==> src/lmi_cfg.svh <==
/*
 * lmi_cfg.svh: register offsets, field positions, reset values and
 * timing counts for the led matrix intensity / configuration block.
 * Assumes it is included by bare name; definitions only.
 */
`ifndef LMI_CFG_SVH
`define LMI_CFG_SVH

// register offsets on the host register port
`define LMI_OFS_DIGIT_ZERO  8'h03
`define LMI_OFS_DIGIT_ONE   8'h04
`define LMI_OFS_PANEL_SETUP 8'h0D

// panel_setup field positions
`define LMI_BIT_PLANE_ORG   7
`define LMI_BIT_COLOUR      6
`define LMI_BIT_MUX_FLIP    5
`define LMI_BIT_RIPPLE      4
`define LMI_BIT_PLANE_HI    3
`define LMI_BIT_PLANE_LO    2
`define LMI_BIT_INVERT      1
`define LMI_BIT_SHUTDOWN    0

// reset values
`define LMI_RST_DIGIT       8'h00
`define LMI_RST_SETUP_BIT   1'b0

// twelve-frame modulation sequence, last index
`define LMI_FRAME_LAST      4'hB

// frame patterns, bit i = frame i
`define LMI_PAT_FULL        12'hFFF
`define LMI_PAT_ARITH_HI    12'hB6D
`define LMI_PAT_GEO_HI      12'h555
`define LMI_PAT_ARITH_LO    12'h492
`define LMI_PAT_GEO_LO      12'h222
`define LMI_PAT_OFF         12'h000

// clock and ripple stagger timing
`define LMI_CLK_PERIOD_PS   50000
`define LMI_STAGGER_PS      953700
`define LMI_STAGGER_CYC     (`LMI_STAGGER_PS / `LMI_CLK_PERIOD_PS)
`define LMI_TICK_DIV        8

`endif

==> src/lmi_pkg.sv <==
/*
 * lmi_pkg.sv: types shared by the led matrix intensity block.
 * Assumes lmi_cfg.svh holds all numeric constants.
 */
package lmi_pkg;

  // pixel graduation for 2-bit pixel codes
  typedef enum logic [0:0] {
    LMI_GRAD_ARITH = 1'b0,
    LMI_GRAD_GEO   = 1'b1
  } lmi_grad_e;

  // stagger sequencer states
  typedef enum logic [1:0] {
    LMI_ST_RUN   = 2'b00,
    LMI_ST_DELAY = 2'b01,
    LMI_ST_HALT  = 2'b10
  } lmi_state_e;

  typedef logic [7:0] lmi_byte_t;

endpackage : lmi_pkg

==> src/lmi_core.sv <==
/*
 * lmi_core.sv: panel configuration bits, digit intensity registers,
 * frame modulation of 2-bit pixel codes, digit pwm with ripple stagger
 * and mux flip. Assumes a host register port already decoded from the
 * serial link, and that the plane counter, panel intensity value and
 * multiplex sync pulse come from other logic on the same clock.
 */
`timescale 1ns/1ns
`include "lmi_cfg.svh"

module lmi_core #(
  parameter bit          HAS_RGY     = 1'b1,              // colour bit writable
  parameter bit          HAS_GREY    = 1'b1,              // plane bit writable
  parameter int unsigned TICK_DIV    = `LMI_TICK_DIV,     // clocks per pwm step
  parameter int unsigned STAGGER_CYC = `LMI_STAGGER_CYC   // clocks per driver step
) (
  input  wire logic       clock,
  input  wire logic       rst,
  // host register port
  input  wire logic       reg_wr_en,
  input  wire logic [7:0] reg_addr,
  input  wire logic [7:0] reg_wdata,
  output logic      [7:0] reg_rdata,
  // neighbouring logic
  input  wire logic [1:0] current_plane,    // plane counter output
  input  wire logic [7:0] panel_intensity,  // panel pwm value
  input  wire logic [7:0] driver_addr,      // auto-assigned address
  input  wire logic       mux_sync,         // start of multiplex cycle
  input  wire logic       mux_cycle_done,   // end of multiplex cycle
  input  wire logic [1:0] grad_geometric,   // per digit graduation
  input  wire logic [1:0] pix_code_d0,      // pixel code digit 0
  input  wire logic [1:0] pix_code_d1,      // pixel code digit 1
  // results
  output logic      [3:0] frame_index,      // modulation frame
  output logic            pixel_on_d0,      // pixel lit this frame
  output logic            pixel_on_d1,
  output logic            digit_drive_d0,   // final digit drive
  output logic            digit_drive_d1,
  output logic            plane_organisation_sel,
  output logic            invert_pixels,
  output logic            shutdown
);

  // setup fields
  logic       colour_rgy_r;      // 1 = rgy panel
  logic       mux_flip_r;        // flipped timing enable
  logic       ripple_r;          // ripple stagger enable
  logic       plane_org_r;       // 1 = two planes
  logic       invert_r;          // inverted display data
  logic       shutdown_r;        // multiplex halted
  lmi_pkg::lmi_byte_t digit0_r;  // digit zero intensity
  lmi_pkg::lmi_byte_t digit1_r;  // digit one intensity

  // write decode
  wire wr_digit0 = reg_wr_en && (reg_addr == `LMI_OFS_DIGIT_ZERO);
  wire wr_digit1 = reg_wr_en && (reg_addr == `LMI_OFS_DIGIT_ONE);
  wire wr_setup  = reg_wr_en && (reg_addr == `LMI_OFS_PANEL_SETUP);

  // feature-limited bits: a variant lacking the feature never stores a one
  wire colour_nxt = HAS_RGY  && reg_wdata[`LMI_BIT_COLOUR];
  wire porg_nxt   = HAS_GREY && reg_wdata[`LMI_BIT_PLANE_ORG];

  // setup register; plane id bits have no storage so writes vanish
  always_ff @(posedge clock or posedge rst) begin
    if (rst) begin
      colour_rgy_r <= `LMI_RST_SETUP_BIT;
      mux_flip_r   <= `LMI_RST_SETUP_BIT;
      ripple_r     <= `LMI_RST_SETUP_BIT;
      plane_org_r  <= `LMI_RST_SETUP_BIT;
      invert_r     <= `LMI_RST_SETUP_BIT;
      shutdown_r   <= `LMI_RST_SETUP_BIT;
    end else if (wr_setup) begin
      colour_rgy_r <= colour_nxt;
      plane_org_r  <= porg_nxt;
      mux_flip_r   <= reg_wdata[`LMI_BIT_MUX_FLIP];
      ripple_r     <= reg_wdata[`LMI_BIT_RIPPLE];
      invert_r     <= reg_wdata[`LMI_BIT_INVERT];
      shutdown_r   <= reg_wdata[`LMI_BIT_SHUTDOWN];
    end
  end

  // digit intensity registers
  always_ff @(posedge clock or posedge rst) begin
    if (rst) begin
      digit0_r <= `LMI_RST_DIGIT;
      digit1_r <= `LMI_RST_DIGIT;
    end else begin
      if (wr_digit0) digit0_r <= reg_wdata;
      if (wr_digit1) digit1_r <= reg_wdata;
    end
  end

  // plane id: two-plane mode reports planes 0/1 with the high code
  wire [1:0] plane_id = plane_org_r ? {1'b1, current_plane[0]}
                                    : current_plane;

  // read mux; unmapped offsets read zero
  wire [7:0] setup_rd = {plane_org_r, colour_rgy_r, mux_flip_r, ripple_r,
                         plane_id, invert_r, shutdown_r};
  always_comb begin
    case (reg_addr)
      `LMI_OFS_DIGIT_ZERO:  reg_rdata = digit0_r;
      `LMI_OFS_DIGIT_ONE:   reg_rdata = digit1_r;
      `LMI_OFS_PANEL_SETUP: reg_rdata = setup_rd;
      default:              reg_rdata = 8'h00;
    endcase
  end

  // frame index counter, one step per multiplex cycle
  logic [3:0] frame_r;
  always_ff @(posedge clock or posedge rst) begin
    if (rst) begin
      frame_r <= 4'h0;
    end else if (mux_cycle_done) begin
      frame_r <= (frame_r == `LMI_FRAME_LAST) ? 4'h0 : frame_r + 4'h1;
    end
  end

  // pattern lookup for one pixel code at the current frame
  function automatic logic frame_lit(input logic [1:0] code,
                                     input logic       geo,
                                     input logic       two_bit,
                                     input logic [3:0] frame);
    logic [11:0] pat;
    pat = `LMI_PAT_OFF;
    if (!two_bit) begin
      // one bit per pixel: plain on/off
      pat = code[0] ? `LMI_PAT_FULL : `LMI_PAT_OFF;
    end else begin
      case (code)
        2'b11:   pat = `LMI_PAT_FULL;
        2'b10:   pat = geo ? `LMI_PAT_GEO_HI : `LMI_PAT_ARITH_HI;
        2'b01:   pat = geo ? `LMI_PAT_GEO_LO : `LMI_PAT_ARITH_LO;
        default: pat = `LMI_PAT_OFF;
      endcase
    end
    frame_lit = pat[frame];
  endfunction : frame_lit

  // pixel decisions, registered so they are glitch free
  wire lit0 = frame_lit(pix_code_d0, grad_geometric[0], plane_org_r, frame_r);
  wire lit1 = frame_lit(pix_code_d1, grad_geometric[1], plane_org_r, frame_r);
  always_ff @(posedge clock or posedge rst) begin
    if (rst) begin
      pixel_on_d0 <= 1'b0;
      pixel_on_d1 <= 1'b0;
    end else begin
      pixel_on_d0 <= lit0 ^ invert_r;
      pixel_on_d1 <= lit1 ^ invert_r;
    end
  end

  // pwm step enable from the timebase divider
  logic [15:0] div_r;
  wire         tick = (div_r == 16'(TICK_DIV - 1));
  always_ff @(posedge clock or posedge rst) begin
    if (rst) div_r <= 16'h0000;
    else     div_r <= tick ? 16'h0000 : div_r + 16'h0001;
  end

  // stagger: address times one step, capped by 255 steps (within 244 us)
  wire [15:0] stagger_load = 16'(driver_addr * STAGGER_CYC);

  // sequencer: halt in shutdown, delay after sync, then run the pwm
  lmi_pkg::lmi_state_e state_r;
  logic [15:0]         delay_r;
  logic [7:0]          pwm_r;
  always_ff @(posedge clock or posedge rst) begin
    if (rst) begin
      state_r <= lmi_pkg::LMI_ST_HALT;
      delay_r <= 16'h0000;
      pwm_r   <= 8'h00;
    end else begin
      case (state_r)
        lmi_pkg::LMI_ST_HALT: begin
          // multiplexing stopped; wait for a sync once awake
          pwm_r <= 8'h00;
          if (!shutdown_r && mux_sync) begin
            delay_r <= ripple_r ? stagger_load : 16'h0000;
            state_r <= lmi_pkg::LMI_ST_DELAY;
          end
        end
        lmi_pkg::LMI_ST_DELAY: begin
          // hold the cycle start back by this driver's stagger
          if (shutdown_r) begin
            state_r <= lmi_pkg::LMI_ST_HALT;
          end else if (delay_r == 16'h0000) begin
            pwm_r   <= 8'h00;
            state_r <= lmi_pkg::LMI_ST_RUN;
          end else begin
            delay_r <= delay_r - 16'h0001;
          end
        end
        lmi_pkg::LMI_ST_RUN: begin
          // a fresh sync restarts the stagger so neighbours stay spread
          if (shutdown_r) begin
            state_r <= lmi_pkg::LMI_ST_HALT;
          end else if (mux_sync) begin
            delay_r <= ripple_r ? stagger_load : 16'h0000;
            state_r <= lmi_pkg::LMI_ST_DELAY;
          end else if (tick) begin
            pwm_r <= pwm_r + 8'h01;
          end
        end
        default: state_r <= lmi_pkg::LMI_ST_HALT;
      endcase
    end
  end

  // digit duty is its fraction of the panel value; product top byte
  function automatic logic [7:0] scale_duty(input logic [7:0] n,
                                            input logic [7:0] panel);
    logic [15:0] prod;
    prod       = n * panel;
    scale_duty = prod[15:8];
  endfunction : scale_duty

  wire [7:0] duty0 = scale_duty(digit0_r, panel_intensity);
  wire [7:0] duty1 = scale_duty(digit1_r, panel_intensity);

  // odd drivers count down so their on-time sits at the cycle end
  wire       flip_now = mux_flip_r && driver_addr[0];
  wire [7:0] pwm_pos  = flip_now ? ~pwm_r : pwm_r;
  wire       running  = (state_r == lmi_pkg::LMI_ST_RUN);

  // digit drive: on while the pwm position sits inside the duty window
  always_ff @(posedge clock or posedge rst) begin
    if (rst) begin
      digit_drive_d0 <= 1'b0;
      digit_drive_d1 <= 1'b0;
    end else begin
      digit_drive_d0 <= running && pixel_on_d0 && (pwm_pos < duty0);
      digit_drive_d1 <= running && pixel_on_d1 && (pwm_pos < duty1);
    end
  end

  // status outputs for neighbouring logic
  assign frame_index            = frame_r;
  assign plane_organisation_sel = plane_org_r;
  assign invert_pixels          = invert_r;
  assign shutdown               = shutdown_r;

endmodule : lmi_core

==> config.mk <==
export PLATFORM = sky130hd
export DESIGN_NAME = lmi_core
export DESIGN_NICKNAME = d
export VERILOG_FILES = /design/src/lmi_pkg.sv /design/src/lmi_core.sv
export VERILOG_INCLUDE_DIRS = /design/src /design/src/src
export SDC_FILE = /design/constraint.sdc
export NUM_CORES = 1
export LEC_CHECK = 0
export ABC_AREA = 1
export BUFFER_PORTS_ARGS = -buffer_cell sky130_fd_sc_hd__buf_2
export CORE_AREA = 2 2 126 128
export CTS_CLUSTER_DIAMETER = 30
export DETAILED_ROUTE_END_ITERATION = 7
export DIE_AREA = 0 0 128 130
export PLACE_DENSITY_LB_ADDON = 0.1
export SLEW_MARGIN = 20
export SYNTH_ARGS = -nofsm -noshare
export SYNTH_HDL_FRONTEND = slang
export SYNTH_SLANG_ARGS = --single-unit
==> constraint.sdc <==
create_clock -name clock -period 6.1 [get_ports clock]
set_clock_uncertainty 0.1 [all_clocks]
set_input_delay 0.915 -clock clock [delete_from_list [all_inputs] [get_ports clock]]
set_output_delay 0.915 -clock clock [all_outputs]
set_load 0.03 [all_outputs]
### Word-level counts from Yosys, hierarchy flattened

Cells that the tools add are included.

* multiply operators: 3
* equality and inequality tests: 23
* reduce and logical (&&, ||, !) cells: 16
* div/mod/pow operators: 0
* add/sub/neg operators: 4
* bitwise gates (word level): 3
* shift operators: 0
* muxes and demuxes: 38
* magnitude comparators: 3

Operators with widths (number)
* 16-bit 2-to-1 mux: 6
* 12-bit 2-to-1 mux: 6
* 12-bit one-hot mux with 3 select lines: 2
* 8-bit 2-to-1 mux: 6
* 16-bit one-hot mux with 3 select lines: 1
* 8-bit one-hot mux with 3 select lines: 2
* 8-bit by 8-bit multiplier with 16-bit output: 2
* 11-bit 2-to-1 mux: 2
* 16-bit by 1-bit adder with 16-bit output (second input constant): 1
* 16-bit by 3-bit == test with 1-bit output (second input constant): 1
* 16-bit logical NOT: 1
* 8-bit < comparator: 2
* 2-bit != test (second input constant): 8
* 16-bit by 1-bit subtractor with 16-bit output (second input constant): 1
* 8-bit by 5-bit multiplier with 13-bit output (second input constant): 1
* 13-bit 2-to-1 mux: 1
* 2-bit 2-to-1 mux: 6
* 6-bit AND reduction: 2
* 2-bit == test (second input constant): 5
* 1-bit logical AND: 9
* 8-bit by 1-bit adder with 8-bit output (second input constant): 1
* 1-bit binary-select mux with 4-bit select: 2
* 8-bit by 2-bit == test with 1-bit output (second input constant): 1
* 8-bit by 3-bit == test with 1-bit output (second input constant): 1
* 15 further kinds: 20

* memory bits (read-only): 0
* bits in latches: 0
* register bits after elaboration: 72
* input bits: 45
* logic and storage cells: 107
* RAM bits: 0
* output and inout port bits: 19
* memories: 0

### Depth between registers and ports, before layout

* word-level depth: 6
* gate-level depth with buffers: 31
* depth with buffers taken out: 29

### Least setup slack after synthesis

No wires, ideal clock.

* kind: input -> register
* start point: in panel_intensity[7]
* end point: reg digit_drive_d1
* path buffers: 2
* required time: 5.923 ns
* setup time: 0.077 ns
* arrival: 5.535 ns
* path slack: 0.388 ns
* cell stages on the path: 25
* cell sequence: clkbuf_1 clkbuf_1 nand2_1 fa_1 fa_1 inv_1 fa_1 inv_1 fa_1 inv_1 ha_1 nand2_1 inv_1 a21oi_1 nand2_1 nand2_1 nand2_1 a21boi_0 o21bai_1 nand2_1 nand2_1 ha_1 nand3_1 nand3_1 a21oi_1

* longest elaborated chain between the ends: 3

Ends and longest elaborated chain
* start: declaration: line lmi_core.sv:26 `input wire logic [7:0] panel_intensity,`
* 8-bit by 8-bit multiplier with 16-bit output: line lmi_core.sv:214 `prod = n * panel;`
* 8-bit < comparator: line lmi_core.sv:233 `digit_drive_d1 <= running && pixel_on_d1 && (pwm_pos < duty1);`
* 1-bit logical AND: line lmi_core.sv:233
* end signal: assignment: line lmi_core.sv:233
* end: declaration: line lmi_core.sv:38 `output logic digit_drive_d1,`

Every way passes these cells.
A chain may end at the register's enable or synchronous reset.

### Final worst setup path

* start point: in panel_intensity[5]
* end point: reg digit_drive_d0

* longest elaborated chain between the ends: 3

Ends and longest elaborated chain
* 8-bit by 8-bit multiplier with 16-bit output: line lmi_core.sv:214
* 8-bit < comparator: line lmi_core.sv:232 `digit_drive_d0 <= running && pixel_on_d0 && (pwm_pos < duty0);`
* 1-bit logical AND: line lmi_core.sv:232
* end signal: assignment: line lmi_core.sv:232
* end: declaration: line lmi_core.sv:37 `output logic digit_drive_d0,`

Every way passes these cells.

==> key figures <==
Cells and area
  • Most frequent cells in the layout: nand2_1, inv_1, ha_1
  • Layout Cell Area excl Fill: about 10000 um^2
  • Layout area overhead: 7.612%
  • Fillers: roughly 1.4k
  • Commonest non-fill, non-tap cell in the layout: nand2_1
  • Antenna diode count: 0
  • Nets@finish: between 1.5k and 2k
  • Layout cells sized above 1: 8.918%

Hold path
  • Worst Hold Depth: 1
  • Worst Hold Class: register to register

Outcome
  • Status: finished, final reports clean

Timing
  • Hold Fails Final Rpt: 0
  • Final period util: approximately nine tenths
  • Worst slew pin tran: roughly 0.9 ns
  • Final min period: around 5.5 ns
  • Final setup violation count: 0
  • RSZ-0062 raised after global routing: no
  • Pins Over Slew Limit: 0
  • Fmax: around 0.18 GHz
  • Slew headroom: between 30% and 40%
  • Post-route setup TNS: 0 ns
  • Final worst slack: 0.5577 ns

Yosys
  • Yosys reg bits: 72
  • Prevailing post-synth register cell: dfrtp_1
  • Mapped cell area: between 9000 and 10000 um^2
  • Synthesized net count: approximately 1.5k
  • Post-Syn Area per Cell: slightly above 7 um^2
  • Post-synthesis sequential area ratio: around a fifth
  • Yosys warns: 0
  • Number of synthesized flops with an enable pin: 0
  • Ys async rst share: 100.0%
  • Cells after Synth: approximately 1.3k
  • Synth unique cells: 46

GRT
  • Initial antenna violation count: 0
  • GRT met1 Usage: between 30 and 40%
  • First-pass GRT wire length: 36940 um
  • Pin count of the biggest net entering global routing: 73
  • Overall Global Routing Usage: between 20% and 30%
  • GR Util met2: between 40% and 50%
  • Busiest grt layer: met2
  • GR Util met3: 3.403%
  • Grt ovf: 0
  • Number of global-route vias before repair: 7890

Floorplanning
  • Die Wd: around 130 um
  • Ports: 64
  • Core Box Area: between 15000 and 20000 um^2
  • Full die area: 16640 um^2
  • Vert. Die Dim: roughly 130 um
  • # rows: between 40 and 50
  • Initial core utilization: between 60 and 70%

Pwr
  • P_sw: 925.1 uW
  • Internal power: 1.163 mW
  • Clk pwr share: 24.8%
  • PD cells: just over 200 nW/um^2
  • Sw frac: around 44%
  • Total leakage power: between 6 and 7 nW
  • Combinational Power Share: about 43%
  • Max IR drop VDD: roughly 210 uV
  • Sequential Power Share: ~32%

Place
  • Placer congestion estimate: 0.8822
  • IO Port Bufs: 63
  • HPWL Detailed: about 17000 um
  • Placed cell area: 9828 um^2
  • Place WS: 0.2265 ns

Clock network
  • Clock-pin slew on the worst setup and hold paths: about 0.060 ns
  • TritonCTS Buffers: 9
  • Post-CTS sizing: 0
  • Post-CTS Setup Bufs: 0
  • Max Buffers Root-to-Sink: 2
  • # clock sinks: 72
  • Clk_lat worst skew: between 0.3 and 0.4 ns
  • CTS tree: built
  • Clock root buffer: clkbuf_16
  • CTS H-tree depth: 3
  • # hold bufs at CTS: 0

Route
  • Starting DRC count in detailed routing: between 400 and 500
  • Routed WL per cell: 13.80 um
  • Total detailed-routing wirelength: about 22000 um
  • DRC violations left: 0
  • DR vias: between 8k and 9k
  • Vias per cell: around 5.2
  • Remaining antenna violation count: 0
  • Drt first pass iters: 5

Setup path
  • Crit Path Max Fanout: 16
  • Crit path DAT: around 5.7 ns
  • Critical Path Start Type: primary input
  • Kind of capture point of the worst setup path: register
  • Critical Path RT: 6.27 ns
  • Kind of critical path: primary input to register
  • FF-to-FF path depth: 23

Flow run
  • Max-Cap Viols: 0
## kinds of logic (layout without fill, tap and decap cells)
group,count (synthesis),count (layout),synth area share [%]
flip-flops,72,72,19.18
buffers and inverters,364,411,14.99
adder cells (fa/ha/maj),178,178,29.60
AO/OA/AOI/OAI,130,130,8.305
XOR/XNOR,35,35,3.261
AND/OR/NAND/NOR,542,542,24.67
## power groups by stage
stage	logic (mW)	registers, mW	clock network [mW]
global route	1.03	0.690	0.546
finish	0.894	0.676	0.519
detailed placement	0.891	0.679	0
global placement	0.876	0.681	0
floorplan	0.680	0.680	0
CTS	0.897	0.672	0.526
## flip-flops by register name, summed over array words and instances (netlist names)
name,cells
div_r,16
mux_flip_r,1
colour_rgy_r,1
shutdown,1
ripple_r,1
invert_pixels,1
delay_r,16
pixel_on_d1,1
digit0_r,8
state_r,2
digit_drive_d0,1
pwm_r,8
frame_index,4
pixel_on_d0,1
digit1_r,8
digit_drive_d1,1
plane_organisation_sel,1
## through the flow
step	util [%]	hold WS [ns]	power, mW	cells
2_1_floorplan	-	0.3312	1.360	1321
3_3_place_gp	63.72	0.3529	1.557	1544
3_5_place_dp	63.72	0.3501	1.570	1544
4_1_cts	65.59	0.3649	2.095	1560
5_1_grt	65.59	0.3918	2.269	1560
6_report	65.59	0.3655	2.088	1560
## path summary, 6_finish.rpt
kind / from / end / slack, ns
worst max-delay path: panel_intensity[5] / digit_drive_d0$_DFF_PP0_ / 0.56
worst min register to register: div_r[15]$_DFF_PP0_ / div_r[15]$_DFF_PP0_ / 0.37
max in group asynchronous: rst / delay_r[11]$_DFFE_PP0P_ / 4.54
min in group asynchronous: rst / div_r[10]$_DFF_PP0_ / 0.74
worst min-delay path: div_r[15]$_DFF_PP0_ / div_r[15]$_DFF_PP0_ / 0.37
worst max register to register: digit0_r[1]$_DFFE_PP0P_ / digit_drive_d0$_DFF_PP0_ / 0.77
## routing by layer
metal  share of wire, %  vias up
li1                   -     4089
met4                2.2        0
met2                 49      195
met1                 44     3830
met3                4.5       42
met5                  0        -
## synthesized netlist by cell type (2+ instances only)
| cell | number | area share (%) |
|---|---|---|
| dfrtp_1 | 71 | 19 |
| a21oi_1 | 32 | 1.7 |
| o21ai_1 | 6 | 0.32 |
| fa_1 | 74 | 16 |
| nor3b_1 | 2 | 0.16 |
| nor4_1 | 4 | 0.27 |
| or2_2 | 2 | 0.13 |
| o21a_1 | 2 | 0.16 |
| clkbuf_1 | 27 | 1.1 |
| buf_6 | 2 | 0.24 |
| a21boi_0 | 4 | 0.32 |
| nand3_1 | 49 | 2.6 |
| ha_1 | 104 | 14 |
| nand3_2 | 2 | 0.21 |
| o21bai_1 | 3 | 0.24 |
| nor2_4 | 2 | 0.24 |
| o31ai_1 | 2 | 0.16 |
| buf_1 | 2 | 0.080 |
| a21o_1 | 3 | 0.24 |
| nor3_1 | 12 | 0.64 |
| nand3b_1 | 5 | 0.40 |
| nor2_1 | 75 | 3.0 |
| xnor2_1 | 14 | 1.3 |
| nand3_4 | 2 | 0.37 |
| nand2_2 | 6 | 0.40 |
| buf_2 | 9 | 0.48 |
| nor3_4 | 2 | 0.35 |
| o211ai_1 | 7 | 0.56 |
| o21ai_0 | 48 | 2.6 |
| nand4_1 | 18 | 1.2 |
| o21ai_2 | 11 | 1.0 |
| nand2_1 | 358 | 14 |
| o22ai_1 | 3 | 0.20 |
| a211oi_1 | 5 | 0.40 |
| xor2_1 | 21 | 2.0 |
| inv_1 | 322 | 13 |
## worst max-delay path: stages
cell and delay [ns]:
buf_2 0.27, nand2_1 0.11, fa_1 0.48, fa_1 0.54, inv_1 0.06, fa_1 0.53, inv_1 0.06, fa_1 0.53
inv_1 0.05, ha_1 0.32, nand2_1 0.10, inv_1 0.04, a21oi_1 0.17, nand2_1 0.07, nand2_1 0.07, nand2_1 0.12
a21boi_0 0.42, o21bai_1 0.11, nand2_1 0.07, nand2_1 0.05, ha_1 0.30, nand3_1 0.10, nand3_1 0.08, a21oi_1 0.13
## area by class of cell
| cell class | count | area (um^2) | share of cell area, % |
|---|---|---|---|
| multi-input combinational | 885 | 6190 | 61.18 |
| timing repair buffer | 72 | 382.9 | 3.784 |
| sequential | 72 | 1803 | 17.82 |
| clock buffer | 10 | 239.0 | 2.362 |
| tap | 192 | 240.2 | 2.374 |
| inverter | 323 | 1212 | 11.98 |
| clock inverter | 6 | 50.05 | 0.4947 |
No activity file was read; power rests on OpenSTA's default activity.
